[src/hdl/csd_pkg.sv]
// Shared constants for the cycle-steal inbound engine and its control unit partner
package csd_pkg;
   // I/O addresses decoded by the adapter
   localparam logic [7:0]  ADR_START     = 8'h62;
   localparam logic [7:0]  ADR_COUNT     = 8'h6c;
   localparam logic [7:0]  ADR_XADDR     = 8'h6e;
   localparam logic [7:0]  ADR_ADDR      = 8'h6f;
   localparam logic [7:0]  ADR_IRQ_SRC   = 8'h77;
   // Bit positions in a 16-bit word {byte0, byte1}; bit 0.0 is the word's msb
   localparam int          B_0_1         = 14;
   localparam int          B_0_4         = 11;
   localparam int          B_0_5         = 10;
   localparam int          B_0_6         = 9;
   localparam int          B_0_7         = 8;
   localparam int          B_1_0         = 7;
   localparam int          B_1_4         = 3;
   localparam int          B_1_6         = 1;
   localparam int          B_1_7         = 0;
   // Ending characters watched on channel bus-out (EBCDIC)
   localparam logic [7:0]  CHR_ETB       = 8'h26;
   localparam logic [7:0]  CHR_ETX       = 8'h03;
   // A loaded count of zero means the largest transfer
   localparam logic [8:0]  CNT_MAX       = 9'h100;
   localparam logic [7:0]  CNT_ZERO      = 8'h00;
   localparam logic [1:0]  XADR_ONES     = 2'h3;
   localparam logic [1:0]  XADR_STEP     = 2'h1;
   localparam logic [15:0] ADR_STEP_ONE  = 16'h0001;
   localparam logic [15:0] ADR_STEP_TWO  = 16'h0002;
   localparam logic [15:0] ADR_ZERO      = 16'h0000;
endpackage

[src/hdl/csd_if.sv]
// Link between the channel adapter and the central control unit
`timescale 1ns/1ps
interface csd_if;
   logic        io_wr;
   logic        io_rd;
   logic [7:0]  io_addr;
   logic [15:0] io_wdata;
   logic [15:0] io_rdata;
   logic        io_rvalid;
   logic        steal_req;
   logic        go_steal;
   logic [17:0] adbus;
   logic        adbus_vld;
   logic        store_b0;
   logic        store_b1;
   logic [15:0] inbus;
   logic [15:0] outbus;
   logic        outbus_vld;
   logic        l3_irq;

   modport adapter (
      input  io_wr, io_rd, io_addr, io_wdata, go_steal, outbus, outbus_vld,
      output io_rdata, io_rvalid, steal_req, adbus, adbus_vld, store_b0, store_b1, inbus, l3_irq
   );
   modport control_unit (
      output io_wr, io_rd, io_addr, io_wdata, go_steal, outbus, outbus_vld,
      input  io_rdata, io_rvalid, steal_req, adbus, adbus_vld, store_b0, store_b1, inbus, l3_irq
   );
endinterface

[src/hdl/csd_adapter.sv]
// Channel adapter end: inbound cycle-steal engine with channel tag handshake
// Notes on behaviour
// - only buffer locations 0 and 1 are used
// - odd start stores byte 1 only
// - ending after byte 0 stores byte 0 only
// - service in held off during steal
// - service and steal alternate until end, then interrupt
// - count write loads count, sets but never clears steal mode
// - address write loads low bytes, extended byte to zero
// - extended byte written only when its bits nonzero
// - software order: count, address, extended, start
// - odd address sets odd latch, buffer address 1
// - each byte steps counter, full pair requests steal
// - fetch resets buffer address, loads input register
// - on grant drive 18-bit address and strobes
// - control unit increments, adapter reloads low address
// - zero returned address steps extended byte
// - both strobes for pairs, byte 1 after odd
// - end character in monitored mode stops, interrupts
// - count reached stops service, interrupts
// - count write decodes mode, monitors, count
// - start write decodes inbound, resets, proceed
// - interrupt source read reports three bits
// - count covers 1 through 256 bytes
`timescale 1ns/1ps
module csd_adapter
   import csd_pkg::*;
(
   input  wire logic       clk_sys_i,
   input  wire logic       rst_i,
   csd_if.adapter          bus,
   input  wire logic       svc_out_i,
   input  wire logic [7:0] bus_out_i,
   input  wire logic       emulation_subchannel_mode_i,
   input  wire logic       init_sel_evt_i,
   input  wire logic       adapter_sel_i,
   output logic            svc_in_o,
   output logic            l3_req_o
);

   typedef enum logic [2:0] {ST_IDLE, ST_SVC, ST_FETCH, ST_REQ, ST_SAMPLE} csd_state_e;

   csd_state_e  state_q;
   logic [8:0]  sy1_q, sy2_q, sy3_q;
   logic        so_lvl_q;
   logic        so_rise;
   logic [7:0]  count_q;
   logic        steal_mode_q, syn_mon_q, ebc_mon_q;
   logic [15:0] steal_address_reg_q;
   logic [1:0]  xadr_q;
   logic        xfix_q;
   logic        odd_q, bufadr_q, b0ctl_q, b1ctl_q;
   logic [7:0]  buf_q [2];
   logic [8:0]  cnt_q;
   logic [8:0]  cnt_d;
   logic [8:0]  limit;
   logic        inbound_q, proceed_q, init_svc_q, stop_q;
   logic        l3_q, isel_q;
   logic        wr_count, wr_addr, wr_xaddr, wr_start, rd_src;
   logic        end_chr, last_byte;

   assign wr_count = bus.io_wr && bus.io_addr == ADR_COUNT;
   assign wr_addr  = bus.io_wr && bus.io_addr == ADR_ADDR;
   assign wr_xaddr = bus.io_wr && bus.io_addr == ADR_XADDR;
   assign wr_start = bus.io_wr && bus.io_addr == ADR_START;
   assign rd_src   = bus.io_rd && bus.io_addr == ADR_IRQ_SRC;

   // Service out and bus-out come from the channel; three stages, service out accepted when the last two agree
   always_ff @(posedge clk_sys_i or posedge rst_i) begin
      if (rst_i) begin
         sy1_q    <= '0;
         sy2_q    <= '0;
         sy3_q    <= '0;
         so_lvl_q <= 1'b0;
      end else begin
         sy1_q <= {svc_out_i, bus_out_i};
         sy2_q <= sy1_q;
         sy3_q <= sy2_q;
         if (sy2_q[8] == sy3_q[8]) begin
            so_lvl_q <= sy3_q[8];
         end
      end
   end
   assign so_rise = sy2_q[8] && sy3_q[8] && !so_lvl_q;

   assign limit     = (count_q == CNT_ZERO) ? CNT_MAX : {1'b0, count_q};
   assign cnt_d     = cnt_q + 9'h001;
   assign end_chr   = emulation_subchannel_mode_i && ebc_mon_q && (sy3_q[7:0] == CHR_ETB || sy3_q[7:0] == CHR_ETX);
   assign last_byte = (cnt_d == limit) || end_chr;

   // Programmed loads and the steal/service sequence share state, so they live together
   always_ff @(posedge clk_sys_i or posedge rst_i) begin
      if (rst_i) begin
         state_q       <= ST_IDLE;
         count_q       <= '0;
         steal_mode_q  <= 1'b0;
         syn_mon_q     <= 1'b0;
         ebc_mon_q     <= 1'b0;
         steal_address_reg_q <= '0;
         xadr_q        <= '0;
         xfix_q        <= 1'b0;
         odd_q         <= 1'b0;
         bufadr_q      <= 1'b0;
         b0ctl_q       <= 1'b0;
         b1ctl_q       <= 1'b0;
         buf_q[0]      <= '0;
         buf_q[1]      <= '0;
         cnt_q         <= '0;
         inbound_q     <= 1'b0;
         proceed_q     <= 1'b0;
         init_svc_q    <= 1'b0;
         stop_q        <= 1'b0;
         svc_in_o      <= 1'b0;
         bus.steal_req <= 1'b0;
         bus.adbus     <= '0;
         bus.adbus_vld <= 1'b0;
         bus.store_b0  <= 1'b0;
         bus.store_b1  <= 1'b0;
         bus.inbus     <= '0;
      end else begin
         bus.adbus_vld <= 1'b0;
         if (wr_count) begin
            count_q      <= bus.io_wdata[B_1_0:0];
            steal_mode_q <= steal_mode_q | bus.io_wdata[B_0_1];
            syn_mon_q    <= syn_mon_q | bus.io_wdata[B_0_4];
            ebc_mon_q    <= ebc_mon_q | bus.io_wdata[B_0_7];
            bufadr_q     <= 1'b0;
         end
         if (wr_addr) begin
            steal_address_reg_q <= bus.io_wdata;
            xadr_q   <= XADR_ONES;
            xfix_q   <= 1'b1;
            odd_q    <= bus.io_wdata[B_1_7];
            if (bus.io_wdata[B_1_7]) begin
               bufadr_q <= 1'b1;
               b0ctl_q  <= 1'b1;
            end
         end else if (xfix_q) begin
            // Forced ones roll over to zero, saving the extended-byte write
            xadr_q <= xadr_q + XADR_STEP;
            xfix_q <= 1'b0;
         end else if (wr_xaddr) begin
            xadr_q <= bus.io_wdata[B_1_6:B_1_7];
         end
         if (wr_start) begin
            inbound_q  <= bus.io_wdata[B_0_1];
            proceed_q  <= 1'b1;
            init_svc_q <= bus.io_wdata[B_0_1] && steal_mode_q;
            cnt_q      <= '0;
            stop_q     <= 1'b0;
         end
         unique case (state_q)
            ST_IDLE: begin
               if (init_svc_q && proceed_q && inbound_q) begin
                  state_q <= ST_SVC;
               end
            end
            ST_SVC: begin
               if (!init_svc_q) begin
                  svc_in_o <= 1'b0;
                  state_q  <= ST_IDLE;
               end else if (!svc_in_o && !so_lvl_q) begin
                  svc_in_o <= 1'b1;
               end else if (svc_in_o && so_rise) begin
                  svc_in_o          <= 1'b0;
                  buf_q[bufadr_q]   <= sy3_q[7:0];
                  bufadr_q          <= !bufadr_q;
                  cnt_q             <= cnt_d;
                  if (bufadr_q) begin
                     b1ctl_q <= 1'b1;
                  end
                  if (last_byte) begin
                     stop_q     <= 1'b1;
                     init_svc_q <= 1'b0;
                  end
                  if (bufadr_q || last_byte) begin
                     state_q <= ST_FETCH;
                  end
               end
            end
            ST_FETCH: begin
               bufadr_q      <= 1'b0;
               bus.inbus     <= {buf_q[0], buf_q[1]};
               bus.steal_req <= 1'b1;
               state_q       <= ST_REQ;
            end
            ST_REQ: begin
               if (bus.go_steal) begin
                  bus.steal_req <= 1'b0;
                  bus.adbus     <= {xadr_q, steal_address_reg_q};
                  bus.adbus_vld <= 1'b1;
                  bus.store_b0  <= !b0ctl_q;
                  bus.store_b1  <= b1ctl_q;
                  state_q       <= ST_SAMPLE;
               end
            end
            ST_SAMPLE: begin
               if (bus.outbus_vld) begin
                  steal_address_reg_q <= bus.outbus;
                  if (bus.outbus == ADR_ZERO) begin
                     xadr_q <= xadr_q + XADR_STEP;
                  end
                  odd_q   <= 1'b0;
                  b0ctl_q <= 1'b0;
                  b1ctl_q <= 1'b0;
                  // Service resumes only now that the steal is complete
                  state_q <= stop_q ? ST_IDLE : ST_SVC;
                  if (stop_q) begin
                     proceed_q <= 1'b0;
                  end
               end
            end
         endcase
      end
   end

   // Interrupt latches; a new event wins over a clear in the same cycle
   always_ff @(posedge clk_sys_i or posedge rst_i) begin
      if (rst_i) begin
         l3_q   <= 1'b0;
         isel_q <= 1'b0;
      end else begin
         if (state_q == ST_SAMPLE && bus.outbus_vld && stop_q) begin
            l3_q <= 1'b1;
         end else if (wr_start && bus.io_wdata[B_0_6]) begin
            l3_q <= 1'b0;
         end
         if (init_sel_evt_i) begin
            isel_q <= 1'b1;
         end else if (wr_start && bus.io_wdata[B_0_5]) begin
            isel_q <= 1'b0;
         end
      end
   end

   // Read-back; unmapped read addresses return zero
   always_ff @(posedge clk_sys_i or posedge rst_i) begin
      if (rst_i) begin
         bus.io_rdata  <= '0;
         bus.io_rvalid <= 1'b0;
         bus.l3_irq    <= 1'b0;
         l3_req_o      <= 1'b0;
      end else begin
         bus.io_rvalid <= bus.io_rd;
         bus.io_rdata  <= '0;
         if (rd_src) begin
            bus.io_rdata[B_1_0] <= l3_q;
            bus.io_rdata[B_1_4] <= isel_q;
            bus.io_rdata[B_1_6] <= adapter_sel_i;
         end
         bus.l3_irq <= l3_q || isel_q;
         l3_req_o   <= l3_q;
      end
   end

endmodule

[src/flat_wrapper.sv]
// flat-port wrapper written by rule: the top's interface ports become plain ports
module csd_adapter_flat import csd_pkg::*;
  (clk_sys_i, rst_i, svc_out_i, bus_out_i, emulation_subchannel_mode_i, init_sel_evt_i, adapter_sel_i, svc_in_o, l3_req_o, bus_io_wr, bus_io_rd, bus_io_addr, bus_io_wdata, bus_go_steal, bus_outbus, bus_outbus_vld, bus_io_rdata, bus_io_rvalid, bus_steal_req, bus_adbus, bus_adbus_vld, bus_store_b0, bus_store_b1, bus_inbus, bus_l3_irq);
  csd_if bus_i ();
  input  wire logic clk_sys_i;
  input  wire logic rst_i;
  input  wire logic svc_out_i;
  input  wire logic [7:0] bus_out_i;
  input  wire logic emulation_subchannel_mode_i;
  input  wire logic init_sel_evt_i;
  input  wire logic adapter_sel_i;
  output logic svc_in_o;
  output logic l3_req_o;
  input wire logic [$bits(bus_i.io_wr)-1:0] bus_io_wr;
  input wire logic [$bits(bus_i.io_rd)-1:0] bus_io_rd;
  input wire logic [$bits(bus_i.io_addr)-1:0] bus_io_addr;
  input wire logic [$bits(bus_i.io_wdata)-1:0] bus_io_wdata;
  input wire logic [$bits(bus_i.go_steal)-1:0] bus_go_steal;
  input wire logic [$bits(bus_i.outbus)-1:0] bus_outbus;
  input wire logic [$bits(bus_i.outbus_vld)-1:0] bus_outbus_vld;
  output wire logic [$bits(bus_i.io_rdata)-1:0] bus_io_rdata;
  output wire logic [$bits(bus_i.io_rvalid)-1:0] bus_io_rvalid;
  output wire logic [$bits(bus_i.steal_req)-1:0] bus_steal_req;
  output wire logic [$bits(bus_i.adbus)-1:0] bus_adbus;
  output wire logic [$bits(bus_i.adbus_vld)-1:0] bus_adbus_vld;
  output wire logic [$bits(bus_i.store_b0)-1:0] bus_store_b0;
  output wire logic [$bits(bus_i.store_b1)-1:0] bus_store_b1;
  output wire logic [$bits(bus_i.inbus)-1:0] bus_inbus;
  output wire logic [$bits(bus_i.l3_irq)-1:0] bus_l3_irq;
  assign bus_i.io_wr = bus_io_wr;
  assign bus_i.io_rd = bus_io_rd;
  assign bus_i.io_addr = bus_io_addr;
  assign bus_i.io_wdata = bus_io_wdata;
  assign bus_i.go_steal = bus_go_steal;
  assign bus_i.outbus = bus_outbus;
  assign bus_i.outbus_vld = bus_outbus_vld;
  assign bus_io_rdata = bus_i.io_rdata;
  assign bus_io_rvalid = bus_i.io_rvalid;
  assign bus_steal_req = bus_i.steal_req;
  assign bus_adbus = bus_i.adbus;
  assign bus_adbus_vld = bus_i.adbus_vld;
  assign bus_store_b0 = bus_i.store_b0;
  assign bus_store_b1 = bus_i.store_b1;
  assign bus_inbus = bus_i.inbus;
  assign bus_l3_irq = bus_i.l3_irq;
  csd_adapter u_core (.clk_sys_i(clk_sys_i), .rst_i(rst_i), .bus(bus_i), .svc_out_i(svc_out_i), .bus_out_i(bus_out_i), .emulation_subchannel_mode_i(emulation_subchannel_mode_i), .init_sel_evt_i(init_sel_evt_i), .adapter_sel_i(adapter_sel_i), .svc_in_o(svc_in_o), .l3_req_o(l3_req_o));
endmodule
[config.mk]
export PLATFORM = sky130hd
export DESIGN_NAME = csd_adapter_flat
export DESIGN_NICKNAME = d
export VERILOG_FILES = /design/src/hdl/csd_pkg.sv /design/src/hdl/csd_if.sv /design/src/hdl/csd_adapter.sv /design/src/flat_wrapper.sv
export SDC_FILE = /design/constraint.sdc
export NUM_CORES = 1
export LEC_CHECK = 0
export BUFFER_PORTS_ARGS = -buffer_cell sky130_fd_sc_hd__buf_4
export CAP_MARGIN = 20
export CELL_PAD_IN_SITES_DETAIL_PLACEMENT = 1
export CELL_PAD_IN_SITES_GLOBAL_PLACEMENT = 1
export CORE_UTILIZATION = 43
export DETAILED_ROUTE_END_ITERATION = 8
export GPL_ROUTABILITY_DRIVEN = 1
export PLACE_DENSITY = 0.89
export SYNTH_ARGS = -nofsm -noshare
export SYNTH_HDL_FRONTEND = slang
export SYNTH_SLANG_ARGS = --single-unit
export TNS_END_PERCENT = 10
[constraint.sdc]
create_clock -name clk_sys_i -period 5.5 [get_ports clk_sys_i]
set_input_delay 1.1 -clock clk_sys_i [delete_from_list [all_inputs] [get_ports clk_sys_i]]
set_output_delay 1.1 -clock clk_sys_i [all_outputs]
set_load 0.01 [all_outputs]
# After elaboration in Yosys (flattened, before gate mapping)
# Index checks and enable logic that the tools add are counted.
# totals
memories	0
word_cells	181
in_bits	58
ram_bits	0
reg_bits	139
out_inout_bits	58
latchBits	0
mem_bits_ro	0
# classes
div_mod_pow	0
n_eq_ne	24
n_shift	0
reduce_logical	40
mul	0
muxes	75
add_sub_neg	2
order_cmp	2
n_bitwise	4
# op_table
cell	n
9-bit 2-to-1 mux	6
16-bit 2-to-1 mux	3
1-bit 2-to-1 mux	46
8-bit by 7-bit == test with 1-bit output (second input constant)	5
3-bit 2-to-1 mux	7
1-bit logical AND	19
16-bit bitwise mux	1
16-bit logical NOT	1
3-bit one-hot mux with 5 select lines	1
2-bit 2-to-1 mux	6
3-bit inequality test (second input constant)	4
6-bit AND reduction	2
9-bit by 1-bit adder with 9-bit output (second input constant)	1
9-bit == test	1
8-bit demux with 1-bit select	1
8-bit by 2-bit == test with 1-bit output (second input constant)	1
8-bit by 6-bit == test with 1-bit output (second input constant)	1
8-bit logical NOT	1
8-bit 2-to-1 mux	1
2-bit by 1-bit inequality test with 1-bit output (second input constant)	4
2-bit nonzero test	4
3-bit by 2-bit == test with 1-bit output (second input constant)	2
2-bit inequality test (second input constant)	3
1-bit one-hot mux with 2 select lines	3
14 further kinds	23

# Logic depth before layout (Yosys ltp)
# depth
word_depth	10
ltp_mapped	8
depth_no_buf	7

# Worst setup path before layout
# No wires, ideal clock.
# synth_path
kind	input -> register
startpoint	in bus_io_addr[7]
endpoint	reg u_core.count_q[0]
arrival_time_ns	2.295
path_buffers	1
path_slack_ns	3.080
required_time_ns	5.375
cell_stages	5
setup_ns	0.125
cell_sequence	nand3b_1 > nor3b_2 > and4b_1 > buf_2 > mux2_2
# synth_between
elab_chain_cells	2
# synth_lines
item	line	text
start, declared	flat_wrapper.sv:16	input wire logic [$bits(bus_i.io_addr)-1:0] bus_io_addr;
8-bit by 7-bit == test with 1-bit output	csd_adapter.sv:62	assign wr_count = bus.io_wr && bus.io_addr == ADR_COUNT;
1-bit logical AND	csd_adapter.sv:62	
end signal, assigned	csd_adapter.sv:123	count_q <= bus.io_wdata[B_1_0:0];
end, declared	csd_adapter.sv:47	logic [7:0] count_q;
# Every way passes these cells.
# A chain may end at the register's enable or synchronous reset.

# Final worst setup path
# layout_path
startpoint	in bus_io_addr[7]
endpoint	reg u_core.cnt_q[7]
# layout_between
elab_chain_cells	7
# layout_lines
item	line	text
8-bit by 7-bit == test with 1-bit output (*)	csd_adapter.sv:65	assign wr_start = bus.io_wr && bus.io_addr == ADR_START;
1-bit logical AND (*)	csd_adapter.sv:65	
9-bit 2-to-1 mux (*)	csd_adapter.sv:145	if (wr_start) begin
9-bit 2-to-1 mux	csd_adapter.sv:164	end else if (svc_in_o && so_rise) begin
9-bit 2-to-1 mux	csd_adapter.sv:162	end else if (!svc_in_o && !so_lvl_q) begin
9-bit 2-to-1 mux	csd_adapter.sv:159	if (!init_svc_q) begin
9-bit 2-to-1 mux (*)	csd_adapter.sv:152	unique case (state_q)
end signal, assigned	csd_adapter.sv:168	cnt_q <= cnt_d;
end, declared	csd_adapter.sv:54	logic [8:0] cnt_q;
# Every way passes the cells marked *; elsewhere a longest branch is shown, timed or not.

==> flow_metrics.py <==
metrics = {
    "outcome": {
        "status": "finished, final reports clean",
    },
    "logic_synthesis": {
        "synth_area_sq_um": 5736,
        "seq_area_frac_synth": 0.6065,
        "yosys_warnings": 0,
        "yosys.area.top_type": "dfrtp_1",
        "synth-seq-cells": 139,
        "synth_xor_area_frac": 0.02094,
        "yosys.area_share.simple": 0.1481,
        "synth.area.mux_share": 0.1139,
        "synth_fa_ha_area_frac": 0.004363,
        "synth_compound_area_frac": 0.07112,
        "async_reset_ff_frac": 1.000,
        "syn_inst": 486,
        "synth_top_area_frac": 0.6065,
        "synthFlopType": "dfrtp_1",
        "yosys.cell_types.count": 60,
        "synth.area.top_cells": "dfrtp_1, mux2_2, nand2_1",
        "syn_avg_cell_area_sq_um": 11.80,
        "synth_edf_count": 0,
        "synth_top_family_by_area": "simple AND/OR/NAND/NOR gates",
    },
    "worst_hold_path": {
        "min_to": "u_core.sy2_q[3]",
        "holdPathStages": 0,
        "worstHoldStart": "u_core.sy1_q[3]",
        "hp-class": "reg -> reg",
    },
    "routing": {
        "drtIter0Drc": 247,
        "highest_layer": "met4",
        "routed_wl_mm": 16.74,
        "remaining_drc_errors": 0,
        "drtPass1Iterations": 4,
        "met1_length_mm": 6.665,
        "wl_met3_um": 701,
        "ant_nets": 0,
        "vias": 4234,
        "wl_per_cell_um": 21.43,
        "wl_met2_mm": 8.835,
        "vias_per_cell": 5.421,
    },
    "clock_tree": {
        "cts_buffers": 17,
        "cts_buffer_depth": 2,
        "cts-root-buf": "clkbuf_16",
        "cts_max_level": 4,
        "clkSinkCount": 139,
        "post_cts_resized": 0,
        "ctsHoldBuffers": 0,
        "cts_tree": "yes",
        "insertion_delay_ns": 0.44,
        "clk_transition_reported_paths_ns": 0.06,
        "post_cts_buffers": 0,
    },
    "layout": {
        "antenna_cells": 0,
        "layout_commonest_cell": "dfrtp_1",
        "layout-drive-gt1-share": 0.3005,
        "postLayoutCoreUtil": 0.5637,
        "mostFrequentLayoutCells": "dfrtp_1, buf_4, nand2_1",
        "final_area_sq_um": 7229,
        "fin_cells": 781,
        "nets": 656,
        "syn_to_final_growth_pct": 26.05,
    },
    "sta": {
        "finalClockSkew_ns": 0.008550,
        "fmax_mhz": 383.1,
        "rsz0062_at_grt": "no",
        "relSlewSlack": 0.3548,
        "period_needed_ns": 2.611,
        "finalSetupTns_ns": 0,
        "finalMaxSlewViolations": 0,
        "hold_violations": 0,
        "hold_slack_ns": 0.3466,
        "final-setup-viol-count": 0,
        "worstMarginPinSlew_ns": 0.9667,
        "finalCritPeriodShare": 0.4746,
    },
    "pwr": {
        "p_leak_nw": 3.588,
        "powerDensity_nw_per_um2": 352.8,
        "vdd_drop_max_v": 0.0002171,
    },
    "grt": {
        "antenna_found_initial": 0,
        "grt_pass1_vias": 4770,
        "overflow": 0,
        "grt_pass1_wl_mm": 26.99,
        "grt_max_degree": 99,
        "grt_use_total": 0.2601,
    },
    "setup_path": {
        "required_ns": 5.78,
        "critical_path_class": "in -> reg",
        "critPathArrivalTime_ns": 2.89,
        "rr_worst_depth": 7,
        "path_max_fanout": 8,
        "reg2reg_to": "u_core.state_q[1]",
        "r2r-start": "u_core.cnt_q[0]",
        "cp-start-kind": "input pin",
        "worst-r2r-setup-slack_ns": 3.15,
        "crit_path_end_kind": "register",
    },
    "floorplanning": {
        "dieWidth_um": 117.5,
        "coreArea_sq_um": 12820,
        "rows": 41,
        "start_util": 0.4472,
        "ios": 116,
        "die_h_um": 117.5,
        "fp.dieArea_sq_um": 13800,
    },
    "place": {
        "place_congestion": 0.7974,
        "dp.cells": 748,
        "place.port_buffers": 102,
        "dp_hpwl_mm": 10.35,
        "place_area_sq_um": 6624,
    },
    "job": {
        "cap_violations": 0,
    },
}
==> worst max-delay path: stages <==
cell,delay (ns)
buf_4,0.11
nand3b_1,0.21
nor3b_2,0.34
and3_1,0.40
nor2_1,0.21
o21ai_0,0.34
o21ai_0,0.18
==> worst max-delay path by stage <==
| stage | startpoint | endpoint | cells past startpoint |
|---|---|---|---|
| after floorplan | rst_i | u_core.b0ctl_q | 1 |
| after global placement | bus_go_steal | u_core.bus.adbus[5] | 5 |
| after detailed placement | bus_go_steal | u_core.bus.adbus[4] | 5 |
| after CTS | bus_go_steal | u_core.bus.adbus[14] | 5 |
| after global routing | bus_io_addr[7] | u_core.cnt_q[7] | 7 |
| final | bus_io_addr[7] | u_core.cnt_q[7] | 7 |
==> stage by stage <==
step | power (mW) | setup slack [ns]
after global placement | 1.397 | 2.391
after floorplan | 1.312 | 0.6755
final | 2.550 | 2.889
after global routing | 2.631 | 2.771
after detailed placement | 1.422 | 2.173
after CTS | 2.565 | 2.439
==> synth_stat cells (2+ instances only) <==
| master | count |
|---|---|
| mux2i_1 | 18 |
| o21ai_0 | 14 |
| a21o_1 | 5 |
| dfrtp_1 | 139 |
| a21oi_1 | 15 |
| nand3b_1 | 5 |
| ha_1 | 2 |
| nor2_1 | 22 |
| nor2b_1 | 2 |
| buf_2 | 5 |
| nor3_1 | 2 |
| nor4_1 | 8 |
| nand2b_1 | 2 |
| xor2_1 | 6 |
| o21ai_1 | 18 |
| nor2_2 | 3 |
| mux2_2 | 30 |
| buf_4 | 14 |
| a31oi_1 | 2 |
| and2_1 | 3 |
| and3_1 | 4 |
| clkbuf_1 | 6 |
| xnor2_1 | 5 |
| nand4_1 | 2 |
| and4b_1 | 2 |
| nor3_4 | 2 |
| nand2_1 | 90 |
| a22o_1 | 2 |
| nand3_1 | 9 |
| mux2_1 | 12 |
| inv_1 | 7 |
| o31ai_1 | 2 |
==> state kept, by name, indices dropped and copies added, names as in the netlist, 2 cells and up <==
name,cells
u_core.bus.adbus,18
u_core.sy2_q,9
u_core.buf_q,16
u_core.bus.io_rdata,3
u_core.sy1_q,9
u_core.state_q,3
u_core.sy3_q,9
u_core.steal_address_reg_q,16
u_core.bus.inbus,16
u_core.xadr_q,2
u_core.cnt_q,9
u_core.count_q,8
==> power breakdown <==
group	total (mW)	internal [mW]	leakage (nW)	switching, mW
Clock	1.14	0.638	0.284	0.497
Sequential	1.13	1.08	1.80	0.0591
Combinational	0.280	0.125	1.51	0.155
Total	2.55	1.84	3.59	0.711
==> area by class of cell <==
class,instances,area (sq um)
Fill cell,1357,5595
Timing Repair Buffer,105,808.3
Sequential cell,139,3478
Clock inverter,15,152.6
Inverter,9,38.79
Clock buffer,17,425.4
Multi-Input combinational cell,324,2111
Tap cell,172,215.2
==> cells by family (layout without fill, tap and decap cells) <==
logic type | after synthesis | count (layout)
AND/OR/NAND/NOR | 170 | 170
AO/OA/AOI/OAI | 67 | 67
XOR/XNOR | 12 | 12
other | 1 | 13
multiplexers | 60 | 60
adder cells (fa/ha/maj) | 2 | 2
flip-flops | 139 | 139
buffers and inverters | 35 | 146
==> metal layers <==
| metal | up-vias | global-route usage |
|---|---|---|
| met1 | 2185 | 0.3012 |
| met5 | - | 0 |
| met4 | 0 | 0.1314 |
| li1 | 1876 | - |
| met2 | 125 | 0.4501 |
| met3 | 48 | 0.06202 |
No activity file was read; power rests on OpenSTA's default activity.
